$ cat src/inc/sdi_enc_map.svh
`ifndef SDI_ENC_MAP_SVH
`define SDI_ENC_MAP_SVH

// word layout
`define WORD_W          10
`define TRS_LOW_MAX     10'h003
`define TRS_LOW_VAL     10'h000
`define TRS_HIGH_MIN    10'h3fc
`define TRS_HIGH_VAL    10'h3ff
// serial timing
`define BITS_PER_WORD   10
`define CLK_PERIOD_NS   10
`define LOCK_TIME_US    75
`define LOCK_CYCLES     ((`LOCK_TIME_US * 1000) / `CLK_PERIOD_NS)
`define LINK_IDLE_CYC   64
// scrambler taps (x^9 + x^4 + 1)
`define SCR_TAP_A       8
`define SCR_TAP_B       3

`endif

$ cat src/inc/sdi_enc_pkg.sv
package sdi_enc_pkg;
    typedef enum logic [1:0] {
        FMT_COMPONENT = 2'b00,
        FMT_NTSC      = 2'b01,
        FMT_PAL       = 2'b10,
        FMT_RESERVED  = 2'b11
    } video_fmt_t;

    typedef enum logic [1:0] {
        ST_RESET  = 2'b00,
        ST_LOCK   = 2'b01,
        ST_RUN    = 2'b10
    } lock_state_t;
endpackage : sdi_enc_pkg

$ cat src/verilog/sdi_video_serial_encoder.sv
`timescale 1ns/1ps
`include "sdi_enc_map.svh"

// Contract
// - capture 8- or 10-bit word each word clock, feed scrambler and detector
// - expand 8-bit words to 10 bits according to component, NTSC or PAL format
// - reference character detection only while active-low enable is low
// - detector marks valid video between recognised SAV and EAV words
// - reference characters 000h to 003h are forced to 000h
// - reference characters 3FCh to 3FFh are forced to 3FFh
// - clipping happens before the word enters the scrambler
// - serialise, then scramble the serial bits with x^9+x^4+1
// - convert the serial stream to NRZI with x+1
// - each word goes out least significant bit first
// - serial bit rate is ten times word clock, referenced to it only
// - lock indicator rises within 75 us of first word clock edge
// - lock indicator high while locked, low otherwise
// - serial output static while out of lock
// - reset clears detector, registers, counters and scrambler, disables output
// - serial pair held p low, n high with output enable low during power-on reset
// - stay in reset until word clock edges arrive
module sdi_video_serial_encoder
    import sdi_enc_pkg::*;
#(
    parameter int LOCK_CYC = `LOCK_CYCLES,
    parameter int IDLE_CYC = `LINK_IDLE_CYC
) (
    input  wire logic        i_clk,
    input  wire logic        i_reset,
    input  wire logic        i_word_clk,
    input  wire logic [9:0]  i_parallel_word_in,
    input  wire logic        i_word_8bit,
    input  wire logic [1:0]  i_video_fmt,
    input  wire logic        i_sync_detect_en_n,
    output logic             o_serial_out_pair_p,
    output logic             o_serial_out_pair_n,
    output logic             o_serial_oe,
    output logic             o_lock,
    output logic             o_valid_video
);
    // two-flop synchronisers for pins
    logic [1:0]  wclk_sync_r;
    logic        wclk_prev_r;
    logic [9:0]  word_s1_r;
    logic [9:0]  word_s2_r;
    logic [3:0]  ctl_s1_r;
    logic [3:0]  ctl_s2_r;

    always_ff @(posedge i_clk or posedge i_reset) begin
        if (i_reset) begin
            wclk_sync_r <= 2'b11;                                  // preset: a clock high at release is no edge
            wclk_prev_r <= 1'b1;
            word_s1_r   <= 10'h000;
            word_s2_r   <= 10'h000;
            ctl_s1_r    <= 4'h0;
            ctl_s2_r    <= 4'h0;
        end else begin
            wclk_sync_r <= {wclk_sync_r[0], i_word_clk};
            wclk_prev_r <= wclk_sync_r[1];
            word_s1_r   <= i_parallel_word_in;
            word_s2_r   <= word_s1_r;
            ctl_s1_r    <= {i_sync_detect_en_n, i_word_8bit, i_video_fmt};
            ctl_s2_r    <= ctl_s1_r;
        end
    end

    // word clock rising edge and field decode
    wire        wclk_rise = wclk_sync_r[1] & ~wclk_prev_r;
    wire        det_en_n  = ctl_s2_r[3];
    wire        is_8bit   = ctl_s2_r[2];
    video_fmt_t fmt;
    assign fmt = video_fmt_t'(ctl_s2_r[1:0]);

    // 8-bit expansion: component and NTSC pad zeros, PAL sets low bits mid-scale
    logic [1:0] ext_lsb;
    always_comb begin
        unique case (fmt)
            FMT_COMPONENT: ext_lsb = 2'b00;
            FMT_NTSC:      ext_lsb = 2'b00;
            FMT_PAL:       ext_lsb = 2'b10;
            default:       ext_lsb = 2'b00;
        endcase
    end
    wire [9:0] word_ext = is_8bit ? {word_s2_r[9:2], ext_lsb} : word_s2_r;

    // input register, one word per word clock edge
    logic [9:0] in_word_r;
    logic       started_r;
    always_ff @(posedge i_clk or posedge i_reset) begin
        if (i_reset) begin
            in_word_r <= 10'h000;
            started_r <= 1'b0;
        end else if (wclk_rise) begin
            in_word_r <= word_ext;
            started_r <= 1'b1;
        end
    end

    // reference character detection on unclipped input codes (in_word_r), ahead of the clip
    wire       is_low   = (in_word_r <= `TRS_LOW_MAX);
    wire       is_high  = (in_word_r >= `TRS_HIGH_MIN);
    logic [1:0] trs_cnt_r;                                         // 0: none, 1: ff seen, 2: ff 00 seen
    logic       valid_r;
    wire        trs_low_ok  = ~det_en_n & is_low & (trs_cnt_r != 2'd0);
    wire        trs_high_ok = ~det_en_n & is_high & (trs_cnt_r == 2'd0);
    wire        trs_xyz     = ~det_en_n & (trs_cnt_r == 2'd3);

    // clip recognised characters before scrambling
    wire [9:0] clip_word = trs_high_ok ? `TRS_HIGH_VAL :
                           trs_low_ok  ? `TRS_LOW_VAL  :
                           in_word_r;

    logic [9:0] word_r;
    logic       word_new_r;
    always_ff @(posedge i_clk or posedge i_reset) begin
        if (i_reset) begin
            trs_cnt_r  <= 2'd0;
            valid_r    <= 1'b0;
            word_r     <= 10'h000;
            word_new_r <= 1'b0;
        end else begin
            word_new_r <= wclk_rise & started_r;
            if (wclk_rise && started_r) begin
                word_r <= clip_word;
                if (det_en_n) begin
                    trs_cnt_r <= 2'd0;
                end else if (trs_xyz) begin
                    trs_cnt_r <= 2'd0;
                    valid_r   <= ~in_word_r[6];
                end else if (trs_high_ok) begin
                    trs_cnt_r <= 2'd1;
                end else if (trs_low_ok) begin
                    trs_cnt_r <= trs_cnt_r + 2'd1;
                end else begin
                    trs_cnt_r <= 2'd0;
                end
            end
        end
    end
    assign o_valid_video = valid_r;

    // measure word period in clk cycles
    logic [15:0] per_cnt_r;
    logic [15:0] period_r;
    logic [15:0] acc_r;
    logic [3:0]  bit_idx_r;
    logic [9:0]  shift_r;
    logic        step_r;
    // ten bit slots spread evenly over one word period, no integer rounding
    wire  [16:0] acc_sum  = {1'b0, acc_r} + 17'(`BITS_PER_WORD);
    wire         slot_due = (acc_sum >= {1'b0, period_r});
    wire  [16:0] acc_wrap = acc_sum - {1'b0, period_r};
    always_ff @(posedge i_clk or posedge i_reset) begin
        if (i_reset) begin
            per_cnt_r <= 16'h0000;
            period_r  <= 16'h0000;
        end else if (wclk_rise) begin
            per_cnt_r <= 16'h0001;
            period_r  <= per_cnt_r;
        end else if (per_cnt_r != 16'hffff) begin
            per_cnt_r <= per_cnt_r + 16'h0001;
        end
    end

    // serialiser, lsb first, restarts each new word
    always_ff @(posedge i_clk or posedge i_reset) begin
        if (i_reset) begin
            acc_r     <= 16'h0000;
            bit_idx_r <= 4'h0;
            shift_r   <= 10'h000;
            step_r    <= 1'b0;
        end else if (word_new_r) begin
            acc_r     <= 16'h0000;
            bit_idx_r <= 4'h0;
            shift_r   <= word_r;
            step_r    <= 1'b1;
        end else begin
            step_r <= 1'b0;
            if (slot_due && (bit_idx_r < 4'd9)) begin
                acc_r     <= acc_wrap[15:0];
                bit_idx_r <= bit_idx_r + 4'h1;
                shift_r   <= {1'b0, shift_r[9:1]};
                step_r    <= 1'b1;
            end else begin
                acc_r <= acc_sum[15:0];
            end
        end
    end

    // lock machine: settle after first edge, drop when clock stops
    lock_state_t st_r;
    logic [31:0] lock_cnt_r;
    logic [15:0] idle_cnt_r;
    wire         clk_lost = (idle_cnt_r >= 16'(IDLE_CYC));
    wire         settle_done = (lock_cnt_r >= 32'(LOCK_CYC - 1));
    always_ff @(posedge i_clk or posedge i_reset) begin
        if (i_reset) begin
            idle_cnt_r <= 16'h0000;
        end else if (wclk_rise) begin
            idle_cnt_r <= 16'h0000;
        end else if (!clk_lost) begin
            idle_cnt_r <= idle_cnt_r + 16'h0001;
        end
    end

    always_ff @(posedge i_clk or posedge i_reset) begin
        if (i_reset) begin
            st_r       <= ST_RESET;
            lock_cnt_r <= 32'h0000_0000;
        end else begin
            unique case (st_r)
                ST_RESET: begin
                    lock_cnt_r <= 32'h0000_0000;
                    if (wclk_rise) st_r <= ST_LOCK;
                end
                ST_LOCK: begin
                    lock_cnt_r <= lock_cnt_r + 32'h0000_0001;
                    if (clk_lost) st_r <= ST_RESET;
                    else if (settle_done) st_r <= ST_RUN;
                end
                ST_RUN: begin
                    if (clk_lost) st_r <= ST_RESET;
                end
                default: st_r <= ST_RESET;
            endcase
        end
    end
    wire locked = (st_r == ST_RUN);
    assign o_lock = locked;

    // scrambler and nrzi, steps only when locked
    logic nrzi;
    sdi_scrambler_nrzi u_scr (
        .i_clk   (i_clk),
        .i_reset (i_reset),
        .i_clear (~locked),
        .i_step  (step_r & locked),
        .i_bit   (shift_r[0]),
        .o_nrzi  (nrzi)
    );

    // output pair, static out of lock, enabled once clock seen
    assign o_serial_out_pair_p = locked ? nrzi : 1'b0;
    assign o_serial_out_pair_n = locked ? ~nrzi : 1'b1;
    assign o_serial_oe         = started_r;

    a_lock_timing : assert property (@(posedge i_clk) disable iff (i_reset)
        (st_r == ST_LOCK && settle_done && !clk_lost) |=> o_lock)
        else $error("lock did not rise after settle time");
    a_static_unlocked : assert property (@(posedge i_clk) disable iff (i_reset)
        (!o_lock && !$past(o_lock)) |-> $stable(o_serial_out_pair_p))
        else $error("serial output toggled while unlocked");
    a_oe_before_clock : assert property (@(posedge i_clk) disable iff (i_reset)
        $rose(o_serial_oe) |-> $past(wclk_rise))
        else $error("output enabled before word clock");
    a_clip_high : assert property (@(posedge i_clk) disable iff (i_reset)
        (wclk_rise && started_r && trs_high_ok) |=> (word_r == `TRS_HIGH_VAL))
        else $error("high reference character not clipped");
    a_clip_low : assert property (@(posedge i_clk) disable iff (i_reset)
        (wclk_rise && started_r && trs_low_ok) |=> (word_r == `TRS_LOW_VAL))
        else $error("low reference character not clipped");
    a_detect_off : assert property (@(posedge i_clk) disable iff (i_reset)
        (det_en_n && wclk_rise && started_r) |=> (trs_cnt_r == 2'd0))
        else $error("detector ran while disabled");
    a_lsb_first : assert property (@(posedge i_clk) disable iff (i_reset)
        word_new_r |=> (shift_r[0] == $past(word_r[0])))
        else $error("first serial bit is not the lsb");
    a_capture_word : assert property (@(posedge i_clk) disable iff (i_reset)
        (wclk_rise && !is_8bit) |=> (in_word_r == $past(word_s2_r)))
        else $error("input word not captured");
endmodule : sdi_video_serial_encoder

$ cat src/verilog/sdi_scrambler_nrzi.sv
`timescale 1ns/1ps
`include "sdi_enc_map.svh"

// one serial bit per step: x^9+x^4+1 scrambler then x+1 nrzi
module sdi_scrambler_nrzi (
    input  wire logic i_clk,
    input  wire logic i_reset,
    input  wire logic i_clear,
    input  wire logic i_step,
    input  wire logic i_bit,
    output logic      o_nrzi
);
    logic [8:0] scr_r;
    logic       nrzi_r;
    wire        scr_bit;

    // scrambled bit from input and delayed taps
    assign scr_bit = i_bit ^ scr_r[`SCR_TAP_A] ^ scr_r[`SCR_TAP_B];

    // shift history and toggle nrzi on each one
    always_ff @(posedge i_clk or posedge i_reset) begin
        if (i_reset) begin
            scr_r  <= 9'h000;
            nrzi_r <= 1'b0;
        end else if (i_clear) begin
            scr_r  <= 9'h000;
            nrzi_r <= 1'b0;
        end else if (i_step) begin
            scr_r  <= {scr_r[7:0], scr_bit};
            nrzi_r <= nrzi_r ^ scr_bit;
        end
    end

    assign o_nrzi = nrzi_r;

    a_nrzi_toggle_one : assert property (@(posedge i_clk) disable iff (i_reset)
        (i_step && !i_clear) |=> (nrzi_r == ($past(nrzi_r) ^ $past(scr_bit))))
        else $error("nrzi did not follow scrambled bit");
    a_scr_hold_idle : assert property (@(posedge i_clk) disable iff (i_reset)
        (!i_step && !i_clear) |=> $stable(scr_r))
        else $error("scrambler moved without a step");
endmodule : sdi_scrambler_nrzi

$ cat config.mk
export PLATFORM = sky130hd
export DESIGN_NAME = sdi_video_serial_encoder
export DESIGN_NICKNAME = d
export VERILOG_FILES = /design/src/inc/sdi_enc_pkg.sv /design/src/verilog/sdi_video_serial_encoder.sv /design/src/verilog/sdi_scrambler_nrzi.sv
export VERILOG_INCLUDE_DIRS = /design/src /design/src/inc
export SDC_FILE = /design/constraint.sdc
export NUM_CORES = 1
export LEC_CHECK = 0
export BUFFER_PORTS_ARGS = -buffer_cell sky130_fd_sc_hd__buf_2
export CAP_MARGIN = 10
export CORE_UTILIZATION = 30
export DETAILED_ROUTE_END_ITERATION = 7
export PLACE_DENSITY = 0.53
export SLEW_MARGIN = 20
export SYNTH_ARGS = -nofsm -noshare
export SYNTH_HDL_FRONTEND = slang
export SYNTH_HIERARCHICAL = 1
export SYNTH_SLANG_ARGS = --single-unit
$ cat constraint.sdc
create_clock -name i_clk -period 8.18 [get_ports i_clk]
set_input_delay 1.636 -clock i_clk [delete_from_list [all_inputs] [get_ports i_clk]]
set_output_delay 1.636 -clock i_clk [all_outputs]
set_load 0.005 [all_outputs]
Yosys cells after proc, flatten, opt, wreduce, memory -nomap -nowiden
Cells that the tools add are included.
- add/sub/neg operators: 7
- order comparisons: 6
- equal/unequal tests: 10
- multiplexer cells: 32
- bitwise gates (word level): 15
- reduce and logical (&&, ||, !) cells: 10
- operators with widths (kind ; count):
    $mux 16 ; 6
    $pmux 32 s2 ; 1
    $mux 10 ; 4
    $add 16x1->16 const B ; 2
    $add 32x1->32 const B ; 1
    $ge 32x13->1 const B ; 1
    $mux 2 ; 10
    $mux 9 ; 2
    $add 16x4->17 const B ; 1
    $ge 17x16->1 ; 1
    $ge 16x7->1 const B ; 1
    $ne 16x16->1 const B ; 1
    $sub 16x16->16 ; 1
    $ge 10x10->1 const B ; 1
    $le 10x2->1 const B ; 1
    $and 1x1->1 ; 8
    $mux 4 ; 2
    $reduce_bool 2->1 ; 4
    $eq 2x2->1 const B ; 3
    $mux 1 ; 6
    $ne 2x2->1 const B ; 3
    $pmux 2 s3 ; 1
    $reduce_and 3->1 ; 2
    $add 4x1->4 const B ; 1
    9 further kinds ; 16
- register bits after elaboration: 179
- bits of input ports: 17
- logic and storage cells: 103

Logic depth before layout (Yosys ltp)
- depth in word-level cells: 7
- depth in mapped cells: 15
- gate-level depth less buffers: 14

Hierarchy
The synthesis kept the hierarchy.
- by module, submodules not included (module ; times used ; cells an instance ; area each (um^2)):
    sdi_video_serial_encoder ; 1 ; 785 ; 7975.1
    sdi_scrambler_nrzi ; 1 ; 36 ; 441.7

Least setup slack after synthesis
Ideal clock, no wire load.
- kind: reg-to-reg
- start: reg acc_r[1]
- end: reg acc_r[14]
- arrival time: 2961 ps
- required time: 8054 ps
- path slack: 5093 ps
- cell stages (with the launch flop): 15
- path buffers: 1
- cell sequence: dfrtp_1 -> ha_1 -> o21a_1 -> nand3_1 -> nor2_1 -> nand2_1 -> xnor2_1 -> ha_1 -> nand3_2 -> o41ai_2 -> a31oi_1 -> o211ai_2 -> o21ai_4 -> buf_6 -> o311a_1
- longest elaborated chain between the ends: 5
- elaborated cells on any way between the ends: 6
- those cells by class: 2 x add/sub; 1 x order compare; 2 x mux; 1 x reduce/logical
- RTL lines (what ; RTL line ; text):
    from (decl) ; sdi_video_serial_encoder.sv:145 ; logic [15:0] acc_r;
    from (signal assigned) ; sdi_video_serial_encoder.sv:180 ; acc_r <= acc_wrap[15:0];
    from (signal assigned) ; sdi_video_serial_encoder.sv:185 ; acc_r <= acc_sum[15:0];
    $add 16x4->17 (*) ; sdi_video_serial_encoder.sv:150 ; wire [16:0] acc_sum = {1'b0, acc_r} + 17'(`BITS_PER_WORD);
    $ge 17x16->1 ; sdi_video_serial_encoder.sv:151 ; wire slot_due = (acc_sum >= {1'b0, period_r});
    $logic_and 1x1->1 ; sdi_video_serial_encoder.sv:179 ; if (slot_due && (bit_idx_r < 4'd9)) begin
    $mux 16 (*) ; sdi_video_serial_encoder.sv:179 ;
    $mux 16 (*) ; sdi_video_serial_encoder.sv:172 ; end else if (word_new_r) begin
Mark *: on every way between the ends. The rest lies on a longest branch, timed or not.
A chain may end at the register's enable or synchronous reset.

Worst setup path in the final report
- start: reg acc_r[1]
- end: reg shift_r[7]
- longest elaborated chain between the ends: 4
- RTL lines (what ; RTL line ; text):
    $add 16x4->17 ; sdi_video_serial_encoder.sv:150 ;
    $ge 17x16->1 ; sdi_video_serial_encoder.sv:151 ;
    $logic_and 1x1->1 ; sdi_video_serial_encoder.sv:179 ;
    $reduce_bool 2->1 (no source line) ; - ;
    to (signal assigned) ; sdi_video_serial_encoder.sv:175 ; shift_r <= word_r;
    to (signal assigned) ; sdi_video_serial_encoder.sv:182 ; shift_r <= {1'b0, shift_r[9:1]};
    to (decl) ; sdi_video_serial_encoder.sv:147 ; logic [9:0] shift_r;
Every way passes these cells.

==> results.py <==
metrics = {
    "synthesis": {
        "fraction_of_synthesized_cell_area_taken_by_the_top_area_cell_type_pct": 52.3,
        "synth-main-ff-cell": "dfrtp_1",
        "ys_async_sr_fraction_pct": 100,
        "total_of_warnings_raised_by_yosys": 6,
        "leading_cell_types_by_total_area_after_synthesis": "dfrtp_1, nor2_1, nand2_1",
        "synth.avg_cell_area_um2": 10.3,
        "synth_seq_cells": 179,
        "synth_edf_count": 0,
        "synth_cell_types": 67,
        "synth_top_area_cell": "dfrtp_1",
        "mappedNetlistArea_um2": 8420,
        "synth_cells": 821,
        "ys_seq_area_share_pct": 53.3,
        "post_synth_net_total": 864,
    },
    "status": {
        "status": "finished, final reports clean",
    },
    "detailed_routing": {
        "vias_per_cell": 4.68,
        "avgRoutedWirePerCell_um": 13.1,
        "drc": 0,
        "drt_iter0_drc": 359,
        "postRouteWirelength_um": 16000,
        "drt-pass1-iter-count": 4,
        "antenna_left": 0,
        "detailroute.via_count": 5719,
    },
    "setup_path": {
        "end_kind": "flip-flop",
        "crit_fanout": 23,
        "cp_data_required_time_ns": 8.46,
        "cp-start-kind": "flip-flop",
        "timing.critical_path.arrival_ns": 4.13,
        "critical_setup_path_kind": "flip-flop to flip-flop",
    },
    "sta": {
        "share_of_the_cycle_needed_by_the_critical_path_after_routing_pct": 47.1,
        "timing_max_transition_violations_final": 0,
        "max-slew-margin-rel_pct": 44.0,
        "grt_setup_unrepaired": "no",
        "hold_ws_ns": 0.351,
        "final_setup_violation_count": 0,
        "max_freq_ghz": 0.259,
        "finClkSkew_ns": 0.0134,
        "setup_tns_ns": 0,
        "final_critical_delay_including_setup_and_external_delays_ns": 3.85,
        "hold_viol": 0,
        "worst_slew_pin_slew_ns": 0.840,
    },
    "clock_tree": {
        "cts_repair_resize_count": 0,
        "cts_setup_buffers": 0,
        "cts-buffers-inserted": 17,
        "worstSkewPairLatency_ns": 0.43,
        "clock_sinks": 179,
        "cts_max_level": 4,
        "worst_setup_hold_path_clk_slew_ns": 0.08,
        "cts.root.buffer_cell": "clkbuf_16",
        "tritoncts": "yes",
        "clock_path_buffers": 2,
        "holdBufCountCts": 0,
    },
    "job": {
        "cap_violations": 0,
    },
    "global_route": {
        "globalRouteMet2Util_pct": 18.9,
        "gr-usage-met1_pct": 16.4,
        "grt_max_degree": 93,
        "global_route_wire_length_before_repair_um": 27600,
        "grt.overflow.total": 0,
        "top_usage_layer": "met2",
        "antenna_found_initial": 0,
        "grt_pass1_vias": 5541,
        "groute.layer.met3.usage_pct": 2.10,
        "grt.total_usage_pct": 12.0,
    },
    "power_and_ir_drop": {
        "leakage_uw": 0.00427,
        "vdd_ir_drop_max_v": 0.000160,
        "powerDensity_nw_per_um2": 326,
    },
    "placed_design": {
        "gp_routability_congestion": 0.829,
        "dpl.hpwl_um": 10700,
        "port_buffers": 21,
    },
    "floorplanning": {
        "die_area_um2": 28700,
        "floorplan.rows": 60,
        "die_width_um": 170,
        "die_height_um": 170,
        "coreArea_um2": 27300,
        "initial_utilization_pct": 30.9,
        "ioPinCount": 22,
    },
    "final_layout": {
        "antenna_cells_inserted": 0,
        "commonest_cells_after_routing_fill_and_taps_aside": "dfrtp_1, nor2_1, nand2_1",
        "areaGrowthSynthToFinish_pct": 13.3,
        "mostFrequentLayoutCell": "dfrtp_1",
        "final_nets": 880,
        "final_layout_size_suffix_gt1_share_pct": 10.6,
    },
    "worst_hold_path": {
        "hold_path.class": "flip-flop to flip-flop",
    },
}
## logic make-up (layout without fill, tap and decap cells)
kind of cell	Yosys count	count (layout)	synth area share, %
simple gates	323	323	18.3
mux	42	42	5.16
flops	179	179	53.3
fa+ha+maj	26	26	3.95
xor+xnor	64	64	6.82
buf+inv	66	95	3.20
compound gates	121	121	9.35
## path summary, 6_finish.rpt
path                                         from                          to  slack [ns]  cells past startpoint
setup / recovery               acc_r[1]$_DFF_PP0_      shift_r[7]$_DFFE_PP0P_        4.33                     15
hold / removal             word_s1_r[1]$_DFF_PP0_      word_s2_r[1]$_DFF_PP0_        0.35                      0
setup reg to reg               acc_r[1]$_DFF_PP0_      shift_r[7]$_DFFE_PP0P_        4.33                     15
hold reg to reg            word_s1_r[1]$_DFF_PP0_      word_s2_r[1]$_DFF_PP0_        0.35                      0
max in group asynchronous                 i_reset   idle_cnt_r[3]$_DFFE_PP0P_        5.62                      3
min in group asynchronous                 i_reset  u_scr/scr_r[3]$_DFFE_PP0P_        1.21                      2
## power by group
| part | internal, uW | total, uW | switching [uW] |
|---|---|---|---|
| registers | 1020 | 1130 | 109 |
| logic | 497 | 1140 | 639 |
| clock network | 422 | 843 | 420 |
| total | 1940 | 3110 | 1170 |
## critical path, cell delays in order (launching register included)
cell and delay [ns]:
dfrtp_1 0.45, ha_1 0.23, o21a_1 0.15, nand3_1 0.12
nor2_1 0.30, nand2_1 0.11, xnor2_1 0.15, ha_1 0.21
a21oi_1 0.29, o41ai_2 0.17, a31oi_1 0.22, o211ai_2 0.12
o21ai_4 0.44, buf_4 0.41, mux2i_1 0.24, a21oi_1 0.08
## synth_stat cells (all sizes together) (3+ instances only)
library cell and n:
clkbuf 22, and3 13, dfrtp 176, nor2 101, o31ai 3, or3 6, xor2 35, nand2 93
inv 38, nand2b 7, nor3 9, buf 6, a21oi 30, nand4 17, xnor2 28, nand3 32
nor2b 10, o21a 8, a31oi 7, o21ai 40, o211ai 4, ha 25, mux2 11, nor4 10
a21o 4, dfstp 3, a211oi 4, mux2i 31, and2 14
## through the flow
stage | area, um^2 | power (uW) | utilization [%] | cells | setup slack [ns]
floorplan | 8420 | 2070 | - | 821 | 1.97
global placement | 8900 | 2280 | 32.7 | 1190 | 4.45
detailed placement | 8900 | 2280 | 32.7 | 1190 | 4.34
CTS | 9530 | 3150 | 35.0 | 1222 | 4.29
global route | 9540 | 3340 | 35.0 | 1222 | 3.97
finish | 9540 | 3110 | 35.0 | 1222 | 4.33
## registers in the layout, indices dropped and copies added (netlist names)
register       flops
wclk_sync_r        2
idle_cnt_r        16
in_word_r         10
ctl_s1_r           4
ctl_s2_r           4
word_r            10
word_s1_r         10
bit_idx_r          4
o_valid_video      1
o_serial_oe        1
u_scr/scr_r        9
step_r             1
wclk_prev_r        1
trs_cnt_r          2
lock_cnt_r        32
word_s2_r         10
acc_r             16
st_r               2
shift_r           10
per_cnt_r         16
u_scr/o_nrzi       1
period_r          16
word_new_r         1
## area by class of cell
cell class / instances / area, um^2
fill: 2738 / 17700
sequential: 179 / 4480
multi-input combinational: 576 / 3670
tap: 372 / 465
clock buffer: 17 / 425
clock inverter: 15 / 200
inverter: 38 / 148
timing repair buffer: 25 / 139
## routing by layer
layer / up-vias / wire length [um]
met5: - / 0
met4: 0 / 229
met3: 15 / 423
met2: 88 / 7320
met1: 2777 / 8010
li1: 2839 / -
Power figures use the tool's default switching activity.
